==> src/hdl/pin_file_cmd_pkg.sv <==
package pin_file_cmd_pkg;
   // ***********************************************************
   // Register byte offsets
   // ***********************************************************
   localparam logic [7:0] CMD_OFF = 8'h00;
   localparam logic [7:0] GO_OFF = 8'h04;
   localparam logic [7:0] STATUS_OFF = 8'h08;
   localparam logic [7:0] FILE_CFG_OFF = 8'h0c;
   localparam logic [7:0] DATA0_OFF = 8'h10;
   localparam logic [7:0] DATA1_OFF = 8'h14;
   localparam logic [7:0] DATA2_OFF = 8'h18;
   localparam logic [7:0] DATA3_OFF = 8'h1c;
   localparam logic [7:0] PIN_STATE_OFF = 8'h20;
   localparam logic [7:0] FILE_STATE_OFF = 8'h24;

   // ***********************************************************
   // Table sizes
   // ***********************************************************
   localparam int NUM_PINS = 4;
   localparam int NUM_FILES = 4;

   // ***********************************************************
   // Operation codes in CMD[27:24]
   // ***********************************************************
   localparam logic [3:0] OP_ENABLE = 4'h1;
   localparam logic [3:0] OP_UNBLOCK = 4'h2;
   localparam logic [3:0] OP_DEACT = 4'h3;
   localparam logic [3:0] OP_ACT = 4'h4;
   localparam logic [3:0] OP_SELECT = 4'h5;
   localparam logic [3:0] OP_ACCESS = 4'h6;
   localparam logic [3:0] OP_LOAD_PIN = 4'h7;

   // ***********************************************************
   // Parameter codings and lengths
   // ***********************************************************
   localparam logic [7:0] P_ZERO = 8'h00;
   localparam logic [7:0] P1_PATH_ROOT = 8'h08;
   localparam logic [7:0] P1_PATH_CUR = 8'h09;
   localparam logic [7:0] LC_EMPTY = 8'h00;
   localparam logic [7:0] LC_FID = 8'h02;
   localparam logic [7:0] LC_PIN = 8'h08;
   localparam logic [7:0] LC_UNBLOCK = 8'h10;
   localparam logic [1:0] PIN_TRIES_INIT = 2'h3;
   localparam logic [3:0] UB_TRIES_INIT = 4'ha;
   localparam logic [7:0] REPL_NONE = 8'h00;

   // ***********************************************************
   // Status words
   // ***********************************************************
   localparam logic [15:0] SW_OK = 16'h9000;
   localparam logic [11:0] SW_RETRY_HI = 12'h63c;
   localparam logic [15:0] SW_AUTH_BLOCKED = 16'h6983;
   localparam logic [15:0] SW_SEC_NOT_MET = 16'h6982;
   localparam logic [15:0] SW_COND_NOT_MET = 16'h6985;
   localparam logic [15:0] SW_WRONG_LEN = 16'h6700;
   localparam logic [15:0] SW_BAD_P1P2 = 16'h6a86;
   localparam logic [15:0] SW_NO_FILE = 16'h6a82;
   localparam logic [15:0] SW_NO_REF = 16'h6a88;
   localparam logic [15:0] SW_BAD_OP = 16'h6d00;
endpackage

==> src/hdl/pin_file_cmd.sv <==
// Function
// - Refuse enable when enabled or blocked
// - Correct enable PIN: counter three, enabled
// - Wrong enable PIN: decrement, stay disabled
// - Third miss blocks; only unblock or PIN load clears
// - Blocked grants access only when disabled
// - Enabling clears replacement qualifier to zero
// - Enable: P1 zero, Lc eight, no Le
// - Unblock allowed unless unblock key blocked
// - Good key: new PIN, counters reset, satisfied
// - Bad key decrements key counter only
// - Bad key one to nine returns 63CX
// - Tenth bad key blocks, later 6983
// - Empty unblock reports key retry count
// - Unblock: P1 zero, Lc empty or 16
// - Reference byte: bits 6..5 zero, nonzero
// - Deactivate only with access condition met
// - Success sets current file, failure keeps
// - Deactivated file refuses access; select, activate, deactivate work
// - Deactivate P2 zero, P1 selection codes
// - Empty deactivate targets current file
// - Activate only with access condition met
`timescale 1ns/10ps
module pin_file_cmd
   import pin_file_cmd_pkg::*;
(
   // Clock and reset
   input wire logic pclk,
   input wire logic presetn,
   // APB slave
   input wire logic psel,
   input wire logic penable,
   input wire logic pwrite,
   input wire logic [7:0] paddr,
   input wire logic [31:0] pwdata,
   output logic [31:0] prdata,
   output logic pready,
   output logic pslverr
);

   // ***********************************************************
   // State
   // ***********************************************************
   typedef struct packed {
      logic [3:0] op;
      logic [7:0] p1;
      logic [7:0] p2;
      logic [7:0] lc;
      logic [127:0] data;
      logic [15:0] sw;
      logic done;
      logic [31:0] rdata;
      logic [NUM_PINS-1:0][63:0] pin_val;
      logic [NUM_PINS-1:0][63:0] ub_val;
      logic [NUM_PINS-1:0][1:0] pin_tries;
      logic [NUM_PINS-1:0][3:0] ub_tries;
      logic [NUM_PINS-1:0] pin_en;
      logic [NUM_PINS-1:0] pin_blk;
      logic [NUM_PINS-1:0] ub_blk;
      logic [NUM_PINS-1:0] pin_sat;
      logic [NUM_PINS-1:0][7:0] repl_q;
      logic [NUM_FILES-1:0][15:0] fid;
      logic [NUM_FILES-1:0] fvalid;
      logic [NUM_FILES-1:0] fdeact;
      logic [NUM_FILES-1:0] ac_deact;
      logic [NUM_FILES-1:0] ac_act;
      logic [1:0] cur_ef;
      logic cur_ef_ok;
   } state_t;

   state_t st_reg;
   state_t st_next;
   logic wr_acc;
   logic rd_setup;
   logic go;
   logic ref_ok;
   logic [1:0] pidx;
   logic [4:0] ref_num;
   logic pin_match;
   logic ub_match;
   logic [1:0] tries_dec;
   logic [3:0] ub_dec;
   logic [127:0] shifted;
   logic [15:0] tgt_fid;
   logic sel_ok;
   logic use_cur;
   logic found;
   logic [1:0] fidx;
   logic [31:0] pin_word;

   // ***********************************************************
   // APB handshake
   // ***********************************************************
   // Zero wait states: every access completes in its first access cycle
   assign pready = penable;
   assign pslverr = 1'b0;
   assign prdata = st_reg.rdata;
   assign wr_acc = psel & penable & pwrite;
   assign rd_setup = psel & ~penable & ~pwrite;
   assign go = wr_acc & (paddr == GO_OFF);

   // ***********************************************************
   // Command decode helpers
   // ***********************************************************
   // Reference number sits in the five low bits; table holds NUM_PINS of them
   assign ref_num = st_reg.p2[4:0];
   assign ref_ok = (st_reg.p2[6:5] == 2'h0) && (ref_num != 5'h00) &&
      (ref_num <= 5'(NUM_PINS));
   assign pidx = 2'(ref_num - 5'h01);
   assign pin_match = (st_reg.data[127:64] == st_reg.pin_val[pidx]);
   assign ub_match = (st_reg.data[127:64] == st_reg.ub_val[pidx]);
   assign tries_dec = st_reg.pin_tries[pidx] - 2'h1;
   assign ub_dec = st_reg.ub_tries[pidx] - 4'h1;
   // Identifier is the last two bytes of the id or path in the data field
   assign shifted = st_reg.data << {st_reg.lc - LC_FID, 3'h0};
   assign tgt_fid = shifted[127:112];
   assign use_cur = (st_reg.p1 == P_ZERO) && (st_reg.lc == LC_EMPTY);

   // Selection code and length check for file commands
   always_comb begin
      sel_ok = 1'b0;
      if (use_cur) begin
         sel_ok = 1'b1;
      end else if (st_reg.p1 == P_ZERO) begin
         sel_ok = (st_reg.lc == LC_FID);
      end else if ((st_reg.p1 == P1_PATH_ROOT) || (st_reg.p1 == P1_PATH_CUR)) begin
         sel_ok = (st_reg.lc >= LC_FID) && (st_reg.lc <= LC_UNBLOCK) && !st_reg.lc[0];
      end
   end

   // Look up the target file slot
   always_comb begin
      found = 1'b0;
      fidx = st_reg.cur_ef;
      if (use_cur) begin
         found = st_reg.cur_ef_ok;
      end else begin
         for (int i = 0; i < NUM_FILES; i++) begin
            if (!found && st_reg.fvalid[i] && (st_reg.fid[i] == tgt_fid)) begin
               found = 1'b1;
               fidx = 2'(i);
            end
         end
      end
   end

   // Blocked and enabled means the condition cannot be met at all
   assign pin_word = {18'h0, st_reg.ub_blk[pidx], st_reg.ub_tries[pidx],
      st_reg.repl_q[pidx][3:0],
      ~st_reg.pin_en[pidx] | (st_reg.pin_sat[pidx] & ~st_reg.pin_blk[pidx]),
      st_reg.pin_blk[pidx], st_reg.pin_en[pidx], st_reg.pin_tries[pidx]};

   // ***********************************************************
   // Next state
   // ***********************************************************
   always_comb begin
      st_next = st_reg;
      // Read data is captured in the setup phase so prdata comes from a flop
      if (rd_setup) begin
         case (paddr)
            CMD_OFF: st_next.rdata = {4'h0, st_reg.op, st_reg.lc, st_reg.p2, st_reg.p1};
            STATUS_OFF: st_next.rdata = {15'h0, st_reg.done, st_reg.sw};
            DATA0_OFF: st_next.rdata = st_reg.data[127:96];
            DATA1_OFF: st_next.rdata = st_reg.data[95:64];
            DATA2_OFF: st_next.rdata = st_reg.data[63:32];
            DATA3_OFF: st_next.rdata = st_reg.data[31:0];
            PIN_STATE_OFF: st_next.rdata = pin_word;
            FILE_STATE_OFF: st_next.rdata = {21'h0, st_reg.cur_ef_ok, st_reg.cur_ef,
               st_reg.fvalid, st_reg.fdeact};
            default: st_next.rdata = 32'h0;
         endcase
      end
      // Register writes
      if (wr_acc) begin
         case (paddr)
            CMD_OFF: begin
               st_next.p1 = pwdata[7:0];
               st_next.p2 = pwdata[15:8];
               st_next.lc = pwdata[23:16];
               st_next.op = pwdata[27:24];
            end
            DATA0_OFF: st_next.data[127:96] = pwdata;
            DATA1_OFF: st_next.data[95:64] = pwdata;
            DATA2_OFF: st_next.data[63:32] = pwdata;
            DATA3_OFF: st_next.data[31:0] = pwdata;
            FILE_CFG_OFF: begin
               st_next.fid[pwdata[17:16]] = pwdata[15:0];
               st_next.ac_deact[pwdata[17:16]] = pwdata[18];
               st_next.ac_act[pwdata[17:16]] = pwdata[19];
               st_next.fvalid[pwdata[17:16]] = pwdata[20];
               st_next.fdeact[pwdata[17:16]] = pwdata[21];
            end
            default: ;
         endcase
      end
      // Command execution, in the access cycle of the GO write
      if (go) begin
         st_next.done = 1'b1;
         st_next.sw = SW_BAD_OP;
         case (st_reg.op)
            OP_ENABLE: begin
               if (st_reg.p1 != P_ZERO) begin
                  st_next.sw = SW_BAD_P1P2;
               end else if (st_reg.lc != LC_PIN) begin
                  st_next.sw = SW_WRONG_LEN;
               end else if (!ref_ok) begin
                  st_next.sw = SW_NO_REF;
               end else if (st_reg.pin_en[pidx] || st_reg.pin_blk[pidx]) begin
                  st_next.sw = SW_COND_NOT_MET;
               end else if (pin_match) begin
                  st_next.pin_tries[pidx] = PIN_TRIES_INIT;
                  st_next.pin_en[pidx] = 1'b1;
                  st_next.repl_q[pidx] = REPL_NONE;
                  st_next.sw = SW_OK;
               end else begin
                  // Blocked PIN is left disabled, so its access stays granted
                  st_next.pin_tries[pidx] = tries_dec;
                  st_next.pin_blk[pidx] = (tries_dec == 2'h0);
                  st_next.sw = {SW_RETRY_HI, 2'h0, tries_dec};
               end
            end
            OP_UNBLOCK: begin
               if (st_reg.p1 != P_ZERO) begin
                  st_next.sw = SW_BAD_P1P2;
               end else if (!ref_ok) begin
                  st_next.sw = SW_NO_REF;
               end else if (st_reg.lc == LC_EMPTY) begin
                  // Query only: count is zero once the key is blocked
                  st_next.sw = {SW_RETRY_HI, st_reg.ub_tries[pidx]};
               end else if (st_reg.lc != LC_UNBLOCK) begin
                  st_next.sw = SW_WRONG_LEN;
               end else if (st_reg.ub_blk[pidx]) begin
                  st_next.sw = SW_AUTH_BLOCKED;
               end else if (ub_match) begin
                  st_next.pin_val[pidx] = st_reg.data[63:0];
                  st_next.ub_tries[pidx] = UB_TRIES_INIT;
                  st_next.pin_tries[pidx] = PIN_TRIES_INIT;
                  st_next.pin_en[pidx] = 1'b1;
                  st_next.pin_blk[pidx] = 1'b0;
                  st_next.pin_sat[pidx] = 1'b1;
                  st_next.sw = SW_OK;
               end else begin
                  st_next.ub_tries[pidx] = ub_dec;
                  st_next.ub_blk[pidx] = (ub_dec == 4'h0);
                  st_next.sw = {SW_RETRY_HI, ub_dec};
               end
            end
            OP_DEACT,
            OP_ACT: begin
               if (st_reg.p2 != P_ZERO) begin
                  st_next.sw = SW_BAD_P1P2;
               end else if (!sel_ok) begin
                  st_next.sw = ((st_reg.p1 == P_ZERO) || (st_reg.p1 == P1_PATH_ROOT) ||
                     (st_reg.p1 == P1_PATH_CUR)) ? SW_WRONG_LEN : SW_BAD_P1P2;
               end else if (!found) begin
                  st_next.sw = SW_NO_FILE;
               end else if (st_reg.op == OP_DEACT) begin
                  if (!st_reg.ac_deact[fidx]) begin
                     st_next.sw = SW_SEC_NOT_MET;
                  end else begin
                     st_next.fdeact[fidx] = 1'b1;
                     st_next.cur_ef = fidx;
                     st_next.cur_ef_ok = 1'b1;
                     st_next.sw = SW_OK;
                  end
               end else begin
                  if (!st_reg.ac_act[fidx]) begin
                     st_next.sw = SW_SEC_NOT_MET;
                  end else begin
                     st_next.fdeact[fidx] = 1'b0;
                     st_next.cur_ef = fidx;
                     st_next.cur_ef_ok = 1'b1;
                     st_next.sw = SW_OK;
                  end
               end
            end
            OP_SELECT: begin
               // Selection still reaches a deactivated file
               if ((st_reg.p1 != P_ZERO) || (st_reg.lc != LC_FID)) begin
                  st_next.sw = SW_BAD_P1P2;
               end else if (!found) begin
                  st_next.sw = SW_NO_FILE;
               end else begin
                  st_next.cur_ef = fidx;
                  st_next.cur_ef_ok = 1'b1;
                  st_next.sw = SW_OK;
               end
            end
            OP_ACCESS: begin
               if (!st_reg.cur_ef_ok) begin
                  st_next.sw = SW_NO_FILE;
               end else if (st_reg.fdeact[st_reg.cur_ef]) begin
                  st_next.sw = SW_COND_NOT_MET;
               end else begin
                  st_next.sw = SW_OK;
               end
            end
            OP_LOAD_PIN: begin
               // Personalisation: PIN and key from data, qualifier from P1
               if (!ref_ok) begin
                  st_next.sw = SW_NO_REF;
               end else begin
                  st_next.pin_val[pidx] = st_reg.data[127:64];
                  st_next.ub_val[pidx] = st_reg.data[63:0];
                  st_next.pin_tries[pidx] = PIN_TRIES_INIT;
                  st_next.ub_tries[pidx] = UB_TRIES_INIT;
                  st_next.pin_en[pidx] = st_reg.lc[0];
                  st_next.pin_blk[pidx] = 1'b0;
                  st_next.ub_blk[pidx] = 1'b0;
                  st_next.pin_sat[pidx] = 1'b0;
                  st_next.repl_q[pidx] = st_reg.p1;
                  st_next.sw = SW_OK;
               end
            end
            default: st_next.sw = SW_BAD_OP;
         endcase
      end
   end

   // ***********************************************************
   // State register
   // ***********************************************************
   // Counters reset to zero; a real card keeps them in memory
   always_ff @(posedge pclk or negedge presetn) begin
      if (!presetn) begin
         st_reg <= '0;
      end else begin
         st_reg <= st_next;
      end
   end

   // ***********************************************************
   // Assertions
   // ***********************************************************
   AST_ENABLE_REFUSED: assert property (@(posedge pclk) disable iff (!presetn)
      (go && st_reg.op == OP_ENABLE && st_reg.p1 == P_ZERO && st_reg.lc == LC_PIN &&
      ref_ok && (st_reg.pin_en[pidx] || st_reg.pin_blk[pidx]))
      |=> (st_reg.sw == SW_COND_NOT_MET) && $stable(st_reg.pin_tries))
      else $error("enable on enabled or blocked PIN not refused");

   AST_ENABLE_OK: assert property (@(posedge pclk) disable iff (!presetn)
      (go && st_reg.op == OP_ENABLE && st_reg.p1 == P_ZERO && st_reg.lc == LC_PIN &&
      ref_ok && !st_reg.pin_en[pidx] && !st_reg.pin_blk[pidx] && pin_match)
      |=> st_reg.pin_en[$past(pidx)] && st_reg.pin_tries[$past(pidx)] == PIN_TRIES_INIT &&
      st_reg.repl_q[$past(pidx)] == REPL_NONE && st_reg.sw == SW_OK)
      else $error("correct enable did not restore PIN");

   AST_ENABLE_WRONG: assert property (@(posedge pclk) disable iff (!presetn)
      (go && st_reg.op == OP_ENABLE && st_reg.p1 == P_ZERO && st_reg.lc == LC_PIN &&
      ref_ok && !st_reg.pin_en[pidx] && !st_reg.pin_blk[pidx] && !pin_match)
      |=> !st_reg.pin_en[$past(pidx)] &&
      st_reg.pin_tries[$past(pidx)] == $past(st_reg.pin_tries[pidx]) - 2'h1)
      else $error("wrong enable did not decrement");

   AST_PIN_BLOCK: assert property (@(posedge pclk) disable iff (!presetn)
      (st_reg.pin_blk & ~$past(st_reg.pin_blk)) != '0
      |-> st_reg.pin_tries[$past(pidx)] == 2'h0)
      else $error("PIN blocked with attempts left");

   AST_UNBLOCK_OK: assert property (@(posedge pclk) disable iff (!presetn)
      (go && st_reg.op == OP_UNBLOCK && st_reg.p1 == P_ZERO && st_reg.lc == LC_UNBLOCK &&
      ref_ok && !st_reg.ub_blk[pidx] && ub_match)
      |=> st_reg.ub_tries[$past(pidx)] == UB_TRIES_INIT && !st_reg.pin_blk[$past(pidx)] &&
      st_reg.pin_tries[$past(pidx)] == PIN_TRIES_INIT && st_reg.pin_sat[$past(pidx)])
      else $error("unblock did not restore counters");

   AST_UNBLOCK_WRONG: assert property (@(posedge pclk) disable iff (!presetn)
      (go && st_reg.op == OP_UNBLOCK && st_reg.p1 == P_ZERO && st_reg.lc == LC_UNBLOCK &&
      ref_ok && !st_reg.ub_blk[pidx] && !ub_match)
      |=> st_reg.sw == {SW_RETRY_HI, $past(st_reg.ub_tries[pidx]) - 4'h1} &&
      $stable(st_reg.pin_blk) && $stable(st_reg.pin_tries))
      else $error("wrong unblock key mishandled");

   AST_UNBLOCK_BLOCKED: assert property (@(posedge pclk) disable iff (!presetn)
      (go && st_reg.op == OP_UNBLOCK && st_reg.p1 == P_ZERO && st_reg.lc == LC_UNBLOCK &&
      ref_ok && st_reg.ub_blk[pidx])
      |=> st_reg.sw == SW_AUTH_BLOCKED && $stable(st_reg.pin_val))
      else $error("blocked key did not answer 6983");

   AST_FILE_FAIL_KEEP: assert property (@(posedge pclk) disable iff (!presetn)
      (go && (st_reg.op == OP_DEACT || st_reg.op == OP_ACT))
      ##1 (st_reg.sw != SW_OK) |-> $stable(st_reg.cur_ef) && $stable(st_reg.fdeact))
      else $error("failed file command changed state");

   AST_DEACT_AC: assert property (@(posedge pclk) disable iff (!presetn)
      (go && st_reg.op == OP_DEACT && st_reg.p2 == P_ZERO && sel_ok && found)
      |=> st_reg.fdeact[$past(fidx)] == $past(st_reg.ac_deact[fidx]) ||
      $past(st_reg.fdeact[fidx]))
      else $error("deactivation ignored access condition");

endmodule // pin_file_cmd

==> config.mk <==
export PLATFORM = sky130hd
export DESIGN_NAME = pin_file_cmd
export DESIGN_NICKNAME = d
export VERILOG_FILES = /design/src/hdl/pin_file_cmd_pkg.sv /design/src/hdl/pin_file_cmd.sv
export SDC_FILE = /design/constraint.sdc
export NUM_CORES = 2
export LEC_CHECK = 0
export BUFFER_PORTS_ARGS = -buffer_cell sky130_fd_sc_hd__buf_2
export CAP_MARGIN = 20
export CELL_PAD_IN_SITES_DETAIL_PLACEMENT = 1
export CELL_PAD_IN_SITES_GLOBAL_PLACEMENT = 1
export CORE_ASPECT_RATIO = 0.7
export CORE_MARGIN = 10
export CORE_UTILIZATION = 55
export CTS_CLUSTER_DIAMETER = 200
export DETAILED_ROUTE_END_ITERATION = 8
export PLACE_DENSITY_LB_ADDON = 0.1
export SLEW_MARGIN = 20
export SYNTH_ARGS = -nofsm -noshare
export SYNTH_HDL_FRONTEND = slang
export SYNTH_SLANG_ARGS = --single-unit
==> constraint.sdc <==
create_clock -name pclk -period 19.9 [get_ports pclk]
set_clock_uncertainty 0.05 [all_clocks]
set_input_delay 3.98 -clock pclk [delete_from_list [all_inputs] [get_ports pclk]]
set_output_delay 3.98 -clock pclk [all_outputs]
set_load 0.01 [all_outputs]
# Word level (Yosys, flattened, before mapping)
# Cells that the tools add are included.
# totals
elab_cells	341
out_inout_bits	34
regBits	872
in_bits	45
# classes
n_mux	153
eq_ne	49
magnitude_cmp	10
bitwise_logic	26
add_sub_neg	4
reduce_logical	53
shifts	1
# op_table
cell	count
2-to-1 mux 256 bit	6
bitwise mux 256 bit	3
2-to-1 mux 584 bit	1
case mux 256 bit (2 select lines)	1
2-to-1 mux 16 bit	24
binary-select mux 64 bit (select 2 bit)	2
case mux 32 bit (8 select lines)	1
2-to-1 mux 40 bit	5
2-to-1 mux 64 bit	3
2-to-1 mux 32 bit	5
demux 64 bit (select 2 bit)	1
equality test 64 bit	2
left shift 128 x 11 -> 128 bit	1
2-to-1 mux 8 bit	12
case mux 16 bit (6 select lines)	1
bitwise mux 64 bit	1
equality test 16 bit	4
case mux 32 bit (2 select lines)	1
2-to-1 mux 4 bit	15
case mux 8 bit (3 select lines)	2
!= test 2 bit (second input constant)	19
2-to-1 mux 12 bit	3
AND 32 bit	1
bitwise mux 32 bit	1
other kinds (65)	181

# Longest topological paths before layout
# logic_depth
depth_word	34
depth_mapped	24
depth_no_buf	17

# Worst setup path after synthesis
# OpenSTA, ideal clock, no wires.
# synth_path
path_type	in2out
start	in penable
end	out pready
arrival_time_ns	4.099
setup_slack_ns	11.771
path_stages	1
path_buffers	1
required_ns	15.870
cell_sequence	buf_4
# synth_lines
item	line_no	source
from (decl)	pin_file_cmd.sv:32	input wire logic penable,
to (decl)	pin_file_cmd.sv:37	output logic pready,
# No word-level cell between the ends.

# Final worst setup path
# layout_path
start	in penable
end	out pready
# No word-level cell between the ends.

==> impl_metrics.json <==
{
  "slew_viol_final": 0,
  "yosysWarnings": 0,
  "critical-path-max-stage-delay_ns": 0.13,
  "path_cells": "buf_2 -> buf_2",
  "port_buffers": 77,
  "largest_register_ffs": 815,
  "postCtsSetupBuffers": 0,
  "power_density_nw_per_um2": 77.18,
  "timing.critical_path.mode_cell": "buf_2",
  "timing.fmax_mhz": 121.3,
  "ys.flop_type": "dfrtp_1",
  "grt_overflow": 0,
  "synth_top_family_by_area": "multiplexers",
  "hpwl_um": 117300,
  "die_w_um": 356.0,
  "nNetsFinal": 3607,
  "synthArstFlopShare": 1.000,
  "worstPathRequired_ns": 15.87,
  "wl_per_cell_um": 35.93,
  "synth-simple-area-share": 0.07607,
  "p_leak_nw": 21.16,
  "ys_ff_latch": 852,
  "grt_pass1_vias": 34570,
  "clock-sinks": 852,
  "critPathSlowestCell": "buf_2",
  "netlist_area_sq_um": 43470,
  "synth-xor-area-share": 0.03526,
  "setup_violations": 0,
  "postRouteAntennaNets": 0,
  "remaining_drc_errors": 0,
  "ir_worst_vdd_uv": 76.21,
  "area_growth_syn_to_layout_pct": 8.738,
  "dieArea_sq_um": 90870,
  "num_vias": 33250,
  "tightest_slew_ns": 1.187,
  "initial_utilization": 0.5534,
  "cts-resized-gates": 0,
  "synthAdderAreaFrac": 0.002878,
  "clockRootBuffer": "clkbuf_16",
  "hold_ws_ns": 0.4282,
  "hold_path.class": "reg -> reg",
  "viasPerCell": 7.109,
  "synth_common_cells": "852 x dfrtp_1, 513 x mux2_2, 403 x nand2_1",
  "gp_routability_congestion": 1.041,
  "muxShareOfSynthArea": 0.2332,
  "synth_top_cell_area_share": 0.4904,
  "hold_buffers": 0,
  "power_mw": 3.648,
  "status": "finished, final reports clean",
  "grt_pass1_wl_um": 245600,
  "grt_usage": 0.3670,
  "ys_types": 98,
  "relSlewSlack": 0.2084,
  "final_util": 0.6018,
  "start_kind": "primary input",
  "critPathBufInv": 2,
  "synth_edf_count": 0,
  "antenna_found_initial": 12,
  "grt_max_degree": 168,
  "cts_buffers": 84,
  "drv_cap": 0,
  "fin_crit_ns": 8.247,
  "clkTransAtPathRegs_ns": 0.07,
  "synth-compound-area-share": 0.1219,
  "synth_top_area_cell": "dfrtp_1",
  "crit_arrival_ns": 4.22,
  "fp.coreArea_sq_um": 78550,
  "worst_setup_path_end_kind": "output port",
  "io_pins": 79,
  "dr.pass1.iters": 9,
  "ys_seq_area_frac": 0.4904,
  "die_y_um": 255.2,
  "hold_viol_final": 0,
  "grt_setup_unrepaired": "no",
  "num-fill-cells": 7753,
  "first_iter_violations": 3944,
  "htreeDepth": 3,
  "netlist_instances": 3694,
  "routed_wl_um": 168100,
  "yosysMostFrequentCell": "dfrtp_1",
  "clkLatencyLatePin_ns": 0.68,
  "cts_tree": "built",
  "path_class": "in -> out",
  "clk_path_buf_depth": 3,
  "avgSynthCellArea_sq_um": 11.77,
  "rows": 86,
  "drive_gt1_frac": 0.2884,
  "syn_nets": 3749,
  "synth.area.top_cells": "dfrtp_1 49%, mux2_2 13%, mux4_2 9.3%, o21ai_0 3.8%, nand2_1 3.5%",
  "worstPathMaxFanout": 3,
  "tns_ns": 0,
  "fin_crit_sh": 0.4144,
  "critPathTopFamily": "buffers and inverters"
}
## area by class of cell
class / instances / area (sq um) / share of cell area
multi-input cells: 2432 / 20570 / 0.4351
clock buffers: 123 / 2532 / 0.05357
inverters: 33 / 123.9 / 0.002620
clock inverters: 27 / 405.4 / 0.008576
diodes: 5 / 12.51 / 0.0002647
repair buffers: 149 / 980.9 / 0.02075
well taps: 1056 / 1321 / 0.02795
flip-flops and latches: 852 / 21330 / 0.4512
## stage by stage
| stage | cells | setup slack (ns) | area [sq um] |
|---|---|---|---|
| CTS | 4672 | 11.65 | 47230 |
| global placement | 4522 | 11.64 | 44290 |
| global route | 4672 | 11.64 | 47260 |
| floorplan | 3694 | 11.77 | 43470 |
| finish | 4677 | 11.65 | 47270 |
| detailed placement | 4522 | 11.65 | 44290 |
## cells in the final DEF (no fill, tap or decap), drive strengths merged, types with 33 or more instances in the layout
| master | n |
|---|---|
| mux4 | 179 |
| a22o | 55 |
| inv | 34 |
| mux2i | 33 |
| nor2 | 82 |
| a21oi | 79 |
| buf | 149 |
| dfrtp | 852 |
| xnor2 | 154 |
| nand2 | 403 |
| o21ai | 336 |
| clkbuf | 123 |
| nand3 | 35 |
| mux2 | 513 |
| a22oi | 133 |
| nand4 | 65 |
## path summary, 6_finish.rpt
path	cells past startpoint	endpoint	slack (ns)	start
setup / recovery	2	pready	11.65	penable
hold / removal	2	st_reg[491]	0.43	st_reg[491]
setup reg to reg	17	st_reg[712]	12.22	st_reg[845]
hold reg to reg	2	st_reg[491]	0.43	st_reg[491]
max in group asynchronous	3	st_reg[59]	14.02	presetn
min in group asynchronous	1	st_reg[533]	3.33	presetn
## layer usage
| metal | vias up | global-route usage | part of all wire |
|---|---|---|---|
| met4 | 20 | 0.1306 | 0.040 |
| met3 | 403 | 0.1301 | 0.11 |
| met1 | 17770 | 0.5080 | 0.42 |
| li1 | 13260 | - | - |
| met2 | 1793 | 0.5304 | 0.43 |
| met5 | - | 0.01134 | 0.0019 |
## power by group
group | leakage (nW) | internal (mW) | switching [mW] | total [mW]
logic | 7.87 | 0.0393 | 0.129 | 0.169
registers | 11.8 | 1.74 | 0.0211 | 1.76
clock network | 1.45 | 1.00 | 0.721 | 1.72
## kinds of logic after synthesis
group / after synthesis
simple gates: 719
buf+inv: 410
fa+ha+maj: 10
flops: 852
xor+xnor: 175
mux: 725
compound gates: 802
other cells: 1
Note: power is estimated with default switching activity, not from simulation.
